### src/hdl/dma_chan_defs.svh
// Overview of operation
// - Source-side mode bit: 0 selects normal mode (reset), 1 selects block transfer mode.
// - Reset and standby entry force the destination-side control register to zero.
// - Transfers run only while master enable and channel enable are both 1.
// - Non-maskable interrupt clears master enable; transfer suspends, resumes when set again.
// - Master enable sets only after a read seeing it 0, then a write of 1.
// - Reserved bit 6 of destination-side control stores and returns written values.
// - Destination address fixed when step enable is 0; else direction picks up or down.
// - Destination address steps by 1 for byte transfers, 2 for word transfers.
// - Block area select: 0 makes destination the block area, 1 the source.
// - Normal mode sources: 000 burst, 010 cycle-steal, 110 pin fall, 111 pin low.
// - Block mode sources: 000 to 011 timer channels 0 to 3, 110 pin fall.
// - Channels sharing one interrupt source activate in fixed priority, highest first.
// - On completion channel enable clears; completion interrupt raised if enabled.
// - Block mode decrements block size counter per transfer, reloads it at zero.
// - Cycle-steal auto-request releases the bus after every single transfer.
// - Burst auto-request keeps the bus until done unless a higher master asks.
`ifndef DMA_CHAN_DEFS_SVH
`define DMA_CHAN_DEFS_SVH

`define OFF_SRC_CTRL 8'h00
`define OFF_DST_CTRL 8'h04
`define OFF_SRC_ADDR 8'h08
`define OFF_DST_ADDR 8'h0C
`define OFF_COUNT 8'h10
`define OFF_BLOCKS 8'h14
`define OFF_IRQ_STAT 8'h18
`define OFF_IRQ_MASK 8'h1C
`define OFF_STATUS 8'h20

`define CTRL_RESET 8'h00
`define BIT_ENABLE 7
`define BIT_WORD 6
`define BIT_RESV 6
`define BIT_DIR 5
`define BIT_STEP 4
`define BIT_IRQ_EN 3
`define BIT_AREA 3
`define BIT_MODE 0

`define SEL_BURST 3'h0
`define SEL_STEAL 3'h2
`define SEL_FALL 3'h6
`define SEL_LOW 3'h7

`define IRQ_END 0
`define IRQ_NMI 1
`endif

### src/hdl/dma_chan_pkg.sv
package dma_chan_pkg;
    typedef enum logic [1:0] {
        ST_IDLE = 2'b00,
        ST_REQ = 2'b01,
        ST_XFER = 2'b11,
        ST_REL = 2'b10
    } chan_state_t;

    typedef struct packed {
        logic valid;
        logic word;
        logic [23:0] src;
        logic [23:0] dst;
    } xfer_t;
endpackage

### src/hdl/pin_sync.sv
`timescale 1ns/1ps
module pin_sync #(
    parameter int WIDTH = 2
) (
    // Clock and reset.
    input wire logic clk_sys,
    input wire logic rst_n,
    // Raw pins and their settled copies.
    input wire logic [WIDTH-1:0] pin,
    output logic [WIDTH-1:0] level
);
    logic [WIDTH-1:0] s1_q;
    logic [WIDTH-1:0] s2_q;
    logic [WIDTH-1:0] s3_q;
    wire logic [WIDTH-1:0] agree = ~(s2_q ^ s3_q);

    if (WIDTH < 1) begin : g_bad
        $error("pin_sync needs at least one pin");
    end

    always_ff @(posedge clk_sys or negedge rst_n) begin
        if (!rst_n) begin
            s1_q <= '0;
            s2_q <= '0;
            s3_q <= '0;
            level <= '0;
        end else begin
            s1_q <= pin;
            s2_q <= s1_q;
            s3_q <= s2_q;
            // A change is taken only once the last two stages agree.
            level <= (agree & s2_q) | (~agree & level);
        end
    end
endmodule

### src/hdl/dma_full_address_channel.sv
// The register addresses and the APB slave port are this design's own decisions.
`timescale 1ns/1ps
`include "dma_chan_defs.svh"
module dma_full_address_channel #(
    parameter int TIMER_CH = 4
) (
    // Clock and reset.
    input wire logic clk_sys,
    input wire logic reset_n,
    // APB slave.
    input wire logic psel,
    input wire logic penable,
    input wire logic pwrite,
    input wire logic [7:0] paddr,
    input wire logic [31:0] pwdata,
    output logic [31:0] prdata,
    output logic pready,
    output logic pslverr,
    // Events and pins.
    input wire logic nmi_pin,
    input wire logic standby,
    input wire logic [TIMER_CH-1:0] timer_match,
    input wire logic external_request_pin,
    input wire logic higher_channel_active,
    // Bus arbitration.
    input wire logic bus_grant,
    input wire logic bus_preempt,
    output logic bus_request,
    // Transfer and interrupts.
    output dma_chan_pkg::xfer_t xfer,
    output logic transfer_end_interrupt,
    output logic irq
);
    import dma_chan_pkg::*;

    if (TIMER_CH < 1 || TIMER_CH > 4) begin : g_bad
        $error("TIMER_CH must be 1 to 4");
    end

    function automatic logic [23:0] step_addr(input logic [23:0] a, input logic en,
                                              input logic dir, input logic word);
        logic [23:0] d;
        d = word ? 24'h00_0002 : 24'h00_0001;
        if (!en)
            step_addr = a;
        else if (dir)
            step_addr = a - d;
        else
            step_addr = a + d;
    endfunction

    ////////////////////////////////////////////////////////////////////////////
    // Reset release and pin synchronisation.
    logic [1:0] rs_q;
    wire logic rst_n = rs_q[1];
    always_ff @(posedge clk_sys or negedge reset_n) begin
        if (!reset_n)
            rs_q <= 2'b00;
        else
            rs_q <= {rs_q[0], 1'b1};
    end

    // The request pin idles high, so it goes through the synchroniser inverted; a reset copy then matches idle.
    logic [1:0] pins_s;
    pin_sync #(.WIDTH(2)) u_sync (
        .clk_sys(clk_sys),
        .rst_n(rst_n),
        .pin({nmi_pin, ~external_request_pin}),
        .level(pins_s)
    );
    wire logic nmi_s = pins_s[1];
    wire logic ereq_s = ~pins_s[0];
    logic nmi_prev_q;
    logic ereq_prev_q;
    wire logic nmi_rise = nmi_s & ~nmi_prev_q;
    wire logic ereq_fall = ~ereq_s & ereq_prev_q;

    ////////////////////////////////////////////////////////////////////////////
    // Registers.
    logic [7:0] src_ctrl_q;
    logic [7:0] dst_ctrl_q;
    logic [23:0] src_addr_q;
    logic [23:0] dst_addr_q;
    logic [15:0] count_q;
    logic [15:0] blocks_q;
    logic [23:0] blk_start_q;
    logic [1:0] stat_q;
    logic [1:0] mask_q;
    logic armed_me_q;
    logic armed_ce_q;
    logic pend_q;
    chan_state_t state_q;
    chan_state_t state_d;

    wire logic wr_en = psel & penable & pwrite;
    wire logic rd_en = psel & penable & ~pwrite;
    wire logic wr_src_ctrl = wr_en && paddr == `OFF_SRC_CTRL;
    wire logic wr_dst_ctrl = wr_en && paddr == `OFF_DST_CTRL;
    wire logic wr_src_addr = wr_en && paddr == `OFF_SRC_ADDR;
    wire logic wr_dst_addr = wr_en && paddr == `OFF_DST_ADDR;
    wire logic wr_count = wr_en && paddr == `OFF_COUNT;
    wire logic wr_blocks = wr_en && paddr == `OFF_BLOCKS;
    wire logic wr_stat = wr_en && paddr == `OFF_IRQ_STAT;
    wire logic wr_mask = wr_en && paddr == `OFF_IRQ_MASK;
    wire logic rd_src_ctrl = rd_en && paddr == `OFF_SRC_CTRL;
    wire logic rd_dst_ctrl = rd_en && paddr == `OFF_DST_CTRL;

    wire logic me = dst_ctrl_q[`BIT_ENABLE];
    wire logic ce = src_ctrl_q[`BIT_ENABLE];
    wire logic run = me & ce;
    wire logic blk = src_ctrl_q[`BIT_MODE];
    wire logic word = src_ctrl_q[`BIT_WORD];
    wire logic [2:0] sel = dst_ctrl_q[2:0];
    wire logic area_src = dst_ctrl_q[`BIT_AREA];

    ////////////////////////////////////////////////////////////////////////////
    // Activation decode.
    wire logic auto_burst = !blk && sel == `SEL_BURST;
    wire logic auto_steal = !blk && sel == `SEL_STEAL;
    wire logic low_level = !blk && sel == `SEL_LOW && !ereq_s;
    wire logic use_timer = blk && !sel[2] && int'(sel[1:0]) < TIMER_CH;
    wire logic timer_hit = use_timer && timer_match[sel[1:0]];
    wire logic fall_hit = sel == `SEL_FALL && ereq_fall;
    wire logic event_set = run && (timer_hit || fall_hit);
    wire logic activate = auto_burst || auto_steal || low_level || pend_q;

    ////////////////////////////////////////////////////////////////////////////
    // Transfer step and counts.
    wire logic step = state_q == ST_XFER && bus_grant && run;
    wire logic blk_last = count_q[15:8] == 8'h01;
    wire logic norm_done = !blk && count_q == 16'h0001;
    wire logic blk_end = blk && blk_last;
    wire logic done = step && (norm_done || (blk_end && blocks_q == 16'h0001));
    wire logic [23:0] src_next = step_addr(src_addr_q, src_ctrl_q[`BIT_STEP], src_ctrl_q[`BIT_DIR], word);
    wire logic [23:0] dst_next = step_addr(dst_addr_q, dst_ctrl_q[`BIT_STEP],
                                           dst_ctrl_q[`BIT_DIR], word);
    wire logic restore_src = blk_end && area_src;
    wire logic restore_dst = blk_end && !area_src;

    // One block per request in block mode; burst runs until done unless preempted; a single unit per request otherwise.
    wire logic leave_xfer = done || blk_end || (!blk && !auto_burst) ||
                            (auto_burst && bus_preempt);

    always_comb begin
        state_d = state_q;
        unique case (state_q)
            ST_IDLE: if (run && activate && !higher_channel_active) state_d = ST_REQ;
            ST_REQ: begin
                if (!run)
                    state_d = ST_IDLE;
                else if (bus_grant)
                    state_d = ST_XFER;
            end
            ST_XFER: begin
                if (!run)
                    state_d = ST_IDLE;
                else if (!bus_grant)
                    state_d = ST_REQ;
                else if (leave_xfer)
                    state_d = ST_REL;
            end
            ST_REL: state_d = ST_IDLE;
        endcase
    end

    assign bus_request = state_q == ST_REQ || state_q == ST_XFER;

    ////////////////////////////////////////////////////////////////////////////
    // APB answer: registered data, zero wait states.
    logic [31:0] rdata_d;
    logic hit_d;
    always_comb begin
        hit_d = 1'b1;
        unique case (paddr)
            `OFF_SRC_CTRL: rdata_d = {24'h00_0000, src_ctrl_q};
            `OFF_DST_CTRL: rdata_d = {24'h00_0000, dst_ctrl_q};
            `OFF_SRC_ADDR: rdata_d = {8'h00, src_addr_q};
            `OFF_DST_ADDR: rdata_d = {8'h00, dst_addr_q};
            `OFF_COUNT: rdata_d = {16'h0000, count_q};
            `OFF_BLOCKS: rdata_d = {16'h0000, blocks_q};
            `OFF_IRQ_STAT: rdata_d = {30'h0000_0000, stat_q};
            `OFF_IRQ_MASK: rdata_d = {30'h0000_0000, mask_q};
            `OFF_STATUS: rdata_d = {29'h0000_0000, pend_q, state_q};
            default: begin
                rdata_d = 32'h0000_0000;
                hit_d = 1'b0;
            end
        endcase
    end
    assign pready = psel & penable;

    always_ff @(posedge clk_sys or negedge rst_n) begin
        if (!rst_n) begin
            prdata <= 32'h0000_0000;
            pslverr <= 1'b0;
        end else if (psel && !penable) begin
            prdata <= pwrite ? 32'h0000_0000 : rdata_d;
            pslverr <= !hit_d;
        end
    end

    ////////////////////////////////////////////////////////////////////////////
    // Control registers.
    // Writing one keeps an enable that is already set; only a fresh set needs the read first.
    wire logic me_set = wr_dst_ctrl && pwdata[`BIT_ENABLE] && (armed_me_q || me);
    wire logic ce_set = wr_src_ctrl && pwdata[`BIT_ENABLE] && (armed_ce_q || ce);

    always_ff @(posedge clk_sys or negedge rst_n) begin
        if (!rst_n) begin
            src_ctrl_q <= `CTRL_RESET;
            dst_ctrl_q <= `CTRL_RESET;
        end else if (standby) begin
            src_ctrl_q <= `CTRL_RESET;
            dst_ctrl_q <= `CTRL_RESET;
        end else begin
            if (wr_src_ctrl)
                src_ctrl_q <= {ce_set, pwdata[6:0]};
            if (done)
                src_ctrl_q[`BIT_ENABLE] <= 1'b0;
            if (wr_dst_ctrl)
                dst_ctrl_q <= {me_set, pwdata[6:0]};
            if (nmi_rise)
                dst_ctrl_q[`BIT_ENABLE] <= 1'b0;
        end
    end

    always_ff @(posedge clk_sys or negedge rst_n) begin
        if (!rst_n) begin
            armed_me_q <= 1'b0;
            armed_ce_q <= 1'b0;
        end else begin
            if (rd_dst_ctrl)
                armed_me_q <= !me;
            else if (wr_dst_ctrl || standby)
                armed_me_q <= 1'b0;
            if (rd_src_ctrl)
                armed_ce_q <= !ce;
            else if (wr_src_ctrl || standby)
                armed_ce_q <= 1'b0;
        end
    end

    ////////////////////////////////////////////////////////////////////////////
    // Addresses and counters; they move only on a real step, so a suspend holds them.
    always_ff @(posedge clk_sys) begin
        if (wr_src_addr)
            src_addr_q <= pwdata[23:0];
        else if (step)
            src_addr_q <= restore_src ? blk_start_q : src_next;
        if (wr_dst_addr)
            dst_addr_q <= pwdata[23:0];
        else if (step)
            dst_addr_q <= restore_dst ? blk_start_q : dst_next;
        if (state_q == ST_IDLE && state_d == ST_REQ && blk)
            blk_start_q <= area_src ? src_addr_q : dst_addr_q;
        if (wr_count)
            count_q <= pwdata[15:0];
        else if (step && blk)
            count_q[15:8] <= blk_last ? count_q[7:0] : count_q[15:8] - 8'h01;
        else if (step)
            count_q <= count_q - 16'h0001;
        if (wr_blocks)
            blocks_q <= pwdata[15:0];
        else if (step && blk_end)
            blocks_q <= blocks_q - 16'h0001;
    end

    ////////////////////////////////////////////////////////////////////////////
    // Sequencer, pending request, interrupts and transfer output.
    always_ff @(posedge clk_sys or negedge rst_n) begin
        if (!rst_n) begin
            state_q <= ST_IDLE;
            pend_q <= 1'b0;
            nmi_prev_q <= 1'b0;
            ereq_prev_q <= 1'b1;
            stat_q <= 2'b00;
            mask_q <= 2'b00;
            xfer <= '0;
            transfer_end_interrupt <= 1'b0;
        end else begin
            state_q <= state_d;
            nmi_prev_q <= nmi_s;
            ereq_prev_q <= ereq_s;
            pend_q <= event_set | (pend_q & ~(state_q == ST_IDLE && state_d == ST_REQ) & ~standby);
            stat_q[`IRQ_END] <= (done & src_ctrl_q[`BIT_IRQ_EN]) |
                                (stat_q[`IRQ_END] & ~(wr_stat & pwdata[`IRQ_END]));
            stat_q[`IRQ_NMI] <= nmi_rise | (stat_q[`IRQ_NMI] & ~(wr_stat & pwdata[`IRQ_NMI]));
            if (wr_mask)
                mask_q <= pwdata[1:0];
            xfer.valid <= step;
            xfer.word <= word;
            xfer.src <= src_addr_q;
            xfer.dst <= dst_addr_q;
            transfer_end_interrupt <= done & src_ctrl_q[`BIT_IRQ_EN];
        end
    end

    assign irq = |(stat_q & mask_q);

    wire logic wr_any = wr_en;
    // Address and count registers have no reset, so the hold check waits until software has loaded them.
    logic src_seen_q;
    logic cnt_seen_q;
    always_ff @(posedge clk_sys or negedge rst_n) begin
        if (!rst_n) begin
            src_seen_q <= 1'b0;
            cnt_seen_q <= 1'b0;
        end else begin
            if (wr_src_addr)
                src_seen_q <= 1'b1;
            if (wr_count)
                cnt_seen_q <= 1'b1;
        end
    end
endmodule

### config.mk
export PLATFORM = sky130hd
export DESIGN_NAME = dma_full_address_channel
export DESIGN_NICKNAME = d
export VERILOG_FILES = /design/src/hdl/dma_chan_pkg.sv /design/src/hdl/pin_sync.sv /design/src/hdl/dma_full_address_channel.sv
export VERILOG_INCLUDE_DIRS = /design/src /design/src/hdl
export SDC_FILE = /design/constraint.sdc
export NUM_CORES = 1
export LEC_CHECK = 0
export BUFFER_PORTS_ARGS = -buffer_cell sky130_fd_sc_hd__buf_2
export CAP_MARGIN = 20
export CORE_UTILIZATION = 33
export DETAILED_ROUTE_END_ITERATION = 10
export PLACE_DENSITY = 0.55
export SETUP_SLACK_MARGIN = 0.4
export SLEW_MARGIN = 15
export SYNTH_ARGS = -nofsm -noshare
export SYNTH_HDL_FRONTEND = slang
export SYNTH_SLANG_ARGS = --single-unit
### constraint.sdc
create_clock -name clk_sys -period 4.9 [get_ports clk_sys]
set_input_delay 0.98 -clock clk_sys [delete_from_list [all_inputs] [get_ports clk_sys]]
set_output_delay 0.98 -clock clk_sys [all_outputs]
set_load 0.02 [all_outputs]
==> impl_metrics.yaml <==
yosys:
  synth-seq-cells: 217
  postSynth.asyncResetShare: 0.521
  yosysTopAreaCell: "edfxtp_1"
  synthCells: 1256
  synth_top_area_frac: 0.252
  yosys-top-cells-area: "edfxtp_1 25%, dfrtp_1 23%, ha_1 5.3%"
  synth_area_mm2: 0.0124
  synth_common_cells: "148 x nand2_1, 119 x a21oi_1, 113 x nor2_1"
  ys.warnings.count: 0
  ys_seq_area_frac: 0.479
  yosysMostFrequentCell: "nand2_1"
  synth_cell_types: 70
  avgSynthCellArea_um2: 9.88
  ys.flop_type: "dfrtp_1"
  synth_edf_count: 104
sta:
  fin_crit_sh: 0.741
  period_minus_slack_ns: 3.63
  setup_viol: 0
  whs_ns: 0.221
  hold_viol: 0
  clock_skew_ns: 0.0286
  maxSlewViolCount: 0
  relSlewSlack: 0.377
  grt_setup_unrepaired: "no"
  tightest_slew_ns: 0.932
  tns_ns: 0
  fmax_ghz: 0.275
floorplanning:
  start_util: 0.337
  die_w_um: 196
  die_area_mm2: 0.0384
  pin_count: 142
  die_h_um: 196
  rows: 70
  core_mm2: 0.0368
cts:
  clk_latency_ns: 0.55
  cts_tree: "done"
  post_cts_resized: 0
  cts_num_sinks: 217
  numCtsBuffers: 26
  ctsHtreeMaxLevel: 1
  cts-root-buf: "clkbuf_16"
  post_cts_buffers: 0
  cts.path.max_buffers: 3
  clk_pin_slew_ns: 0.06
  cts_hold_buffers: 0
critical_path:
  critPathSlowestCell: "dfrtp_1"
  cp_num_buf_inv: 1
  crit_path_start: "src_ctrl_q[5]"
  crit_required_ns: 5.16
  path_class: "reg2reg"
  cp.arrival_ns: 3.89
  slowest_delay_ns: 0.68
  timing.rr.start: "src_ctrl_q[5]"
  crit_family: "compound AO/OA/AOI/OAI gates"
  crit_chain: "buf_4, ha_1, and3_1, a221oi_2, and3b_1, o21ai_0, nor4_1, o31ai_1, xnor2_1, a21oi_1"
  endpoint_kind: "flop"
  critPathLaunchType: "flop"
  path_max_fanout: 14
place:
  place_inst: 1810
  hpwl_mm: 28.9
  place_congestion: 0.918
  io_buffers: 125
pwr:
  ir_drop_v: 0.000232
  p_leak_nw: 6.10
  cellPowerDensity_mw_per_mm2: 284
global_route:
  grt_max_degree: 71
  met2_usage: 0.327
  grt_overflow: 0
  busiest_layer: "met2"
  grt_pass1_wl_mm: 60.4
  grt_use_met1: 0.288
  grt_use_met3: 0.0272
  first_global_vias: 10100
  antenna_found_initial: 2
  grtUsageTotal: 0.205
route:
  ant_nets: 0
  avgRoutedWirePerCell_um: 21.2
  wl_mm: 39.4
  first_pass_iters: 5
  via_count: 10400
  drc: 0
  drt_iter0_drc: 920
  vias_per_cell: 5.59
finish:
  layoutNonFillerInstCount: 1859
  synthToLayoutAreaGrowth_pct: 16.5
  diodes: 0
  multi_input_area_mm2: 0.00609
  nFillCells: 3668
  ff_latch_area_mm2: 0.00596
  drive_gt1_frac: 0.180
  nets: 1481
hold_path:
  hp-class: "in2async"
outcome:
  status: "complete, no violations"
job:
  max_cap_violations: 0
## report_power, final
part           internal (W)  total, W  leakage [nW]  switching, W
Sequential          0.00191   0.00191          2.40    0.00000396
Clock               0.00129   0.00208         0.463      0.000792
Combinational     0.0000346  0.000122          3.23     0.0000877
Total               0.00323   0.00411          6.10      0.000883
## worst register-to-register path, stage by stage, from the launching register on
cell      delay, ns
dfrtp_1        0.68
buf_4          0.35
ha_1           0.34
and3_1         0.21
a221oi_2       0.38
and3b_1        0.28
o21ai_0        0.25
nor4_1         0.41
o31ai_1        0.19
xnor2_1        0.16
a21oi_1        0.09
## metal layers
metal / wire length, µm / share of wire
met1: 17600 / 0.45
met5: 11 / 0.00028
met3: 2800 / 0.071
met4: 1130 / 0.029
met2: 17900 / 0.45
## through the flow
step	setup slack (ns)	cell area, µm²	power (W)	util
after detailed placement	1.05	13500	0.00207	0.367
after global routing	0.936	14500	0.00423	0.393
after global placement	1.07	13500	0.00207	0.367
final	1.27	14500	0.00411	0.393
after floorplan	1.52	12400	0.00201	-
after CTS	1.24	14500	0.00415	0.393
## cell usage in the layout (no fill, tap or decap), types with 14 or more instances in the layout
| cell | instances |
|---|---|
| clkbuf_16 | 28 |
| a21o_1 | 29 |
| xor2_1 | 21 |
| buf_4 | 23 |
| nand3_1 | 37 |
| a221oi_1 | 15 |
| dfrtp_1 | 111 |
| inv_1 | 24 |
| ha_1 | 53 |
| nor3_1 | 14 |
| buf_2 | 125 |
| and3_1 | 15 |
| a31oi_1 | 19 |
| o21ai_0 | 97 |
| xnor2_1 | 33 |
| nor2_1 | 113 |
| edfxtp_1 | 104 |
| mux2i_1 | 17 |
| nor2b_1 | 14 |
| nand2_1 | 148 |
| or3_1 | 15 |
| mux2_2 | 32 |
| a21oi_1 | 119 |
## path summary, 6_finish.rpt
check	endpoint	slack, ns	depth (start not counted)
worst max-delay path	src_addr_q[22]	1.27	10
worst max register to register	src_addr_q[22]	1.27	10
max in group asynchronous	xfer[31]	3.75	1
worst min-delay path	rs_q[1]	0.22	1
min in group clk_sys	u_sync.s2_q[0]	0.35	0
worst min register to register	u_sync.s2_q[0]	0.35	0
## cell type report
class,count,area share
clock buffers,37,0.0549
clock inverters,11,0.0104
inverters,24,0.00623
multi-input cells,954,0.421
flip-flops and latches,217,0.412
well taps,468,0.0405
repair buffers,148,0.0552
## flip-flops by register name, summed over array words and instances, names as in the netlist, 8 cells and up, named ones only
register     count
xfer            50
blk_start_q     24
dst_addr_q      24
prdata          24
src_addr_q      24
blocks_q        16
count_q         16
dst_ctrl_q       8
src_ctrl_q       8
## logic make-up after synthesis
logic type                 Yosys count  share of synthesized area
buffers and inverters               92                     0.0328
other                                2                   0.000605
AOI/OAI and AO/OA                  363                      0.181
DFF                                217                      0.479
and+or+nand+nor                    415                      0.155
adders and majority gates           57                     0.0583
xor gates and xnor gates            54                     0.0381
muxes                               56                     0.0554
Note: power is estimated with default switching activity, not from simulation.
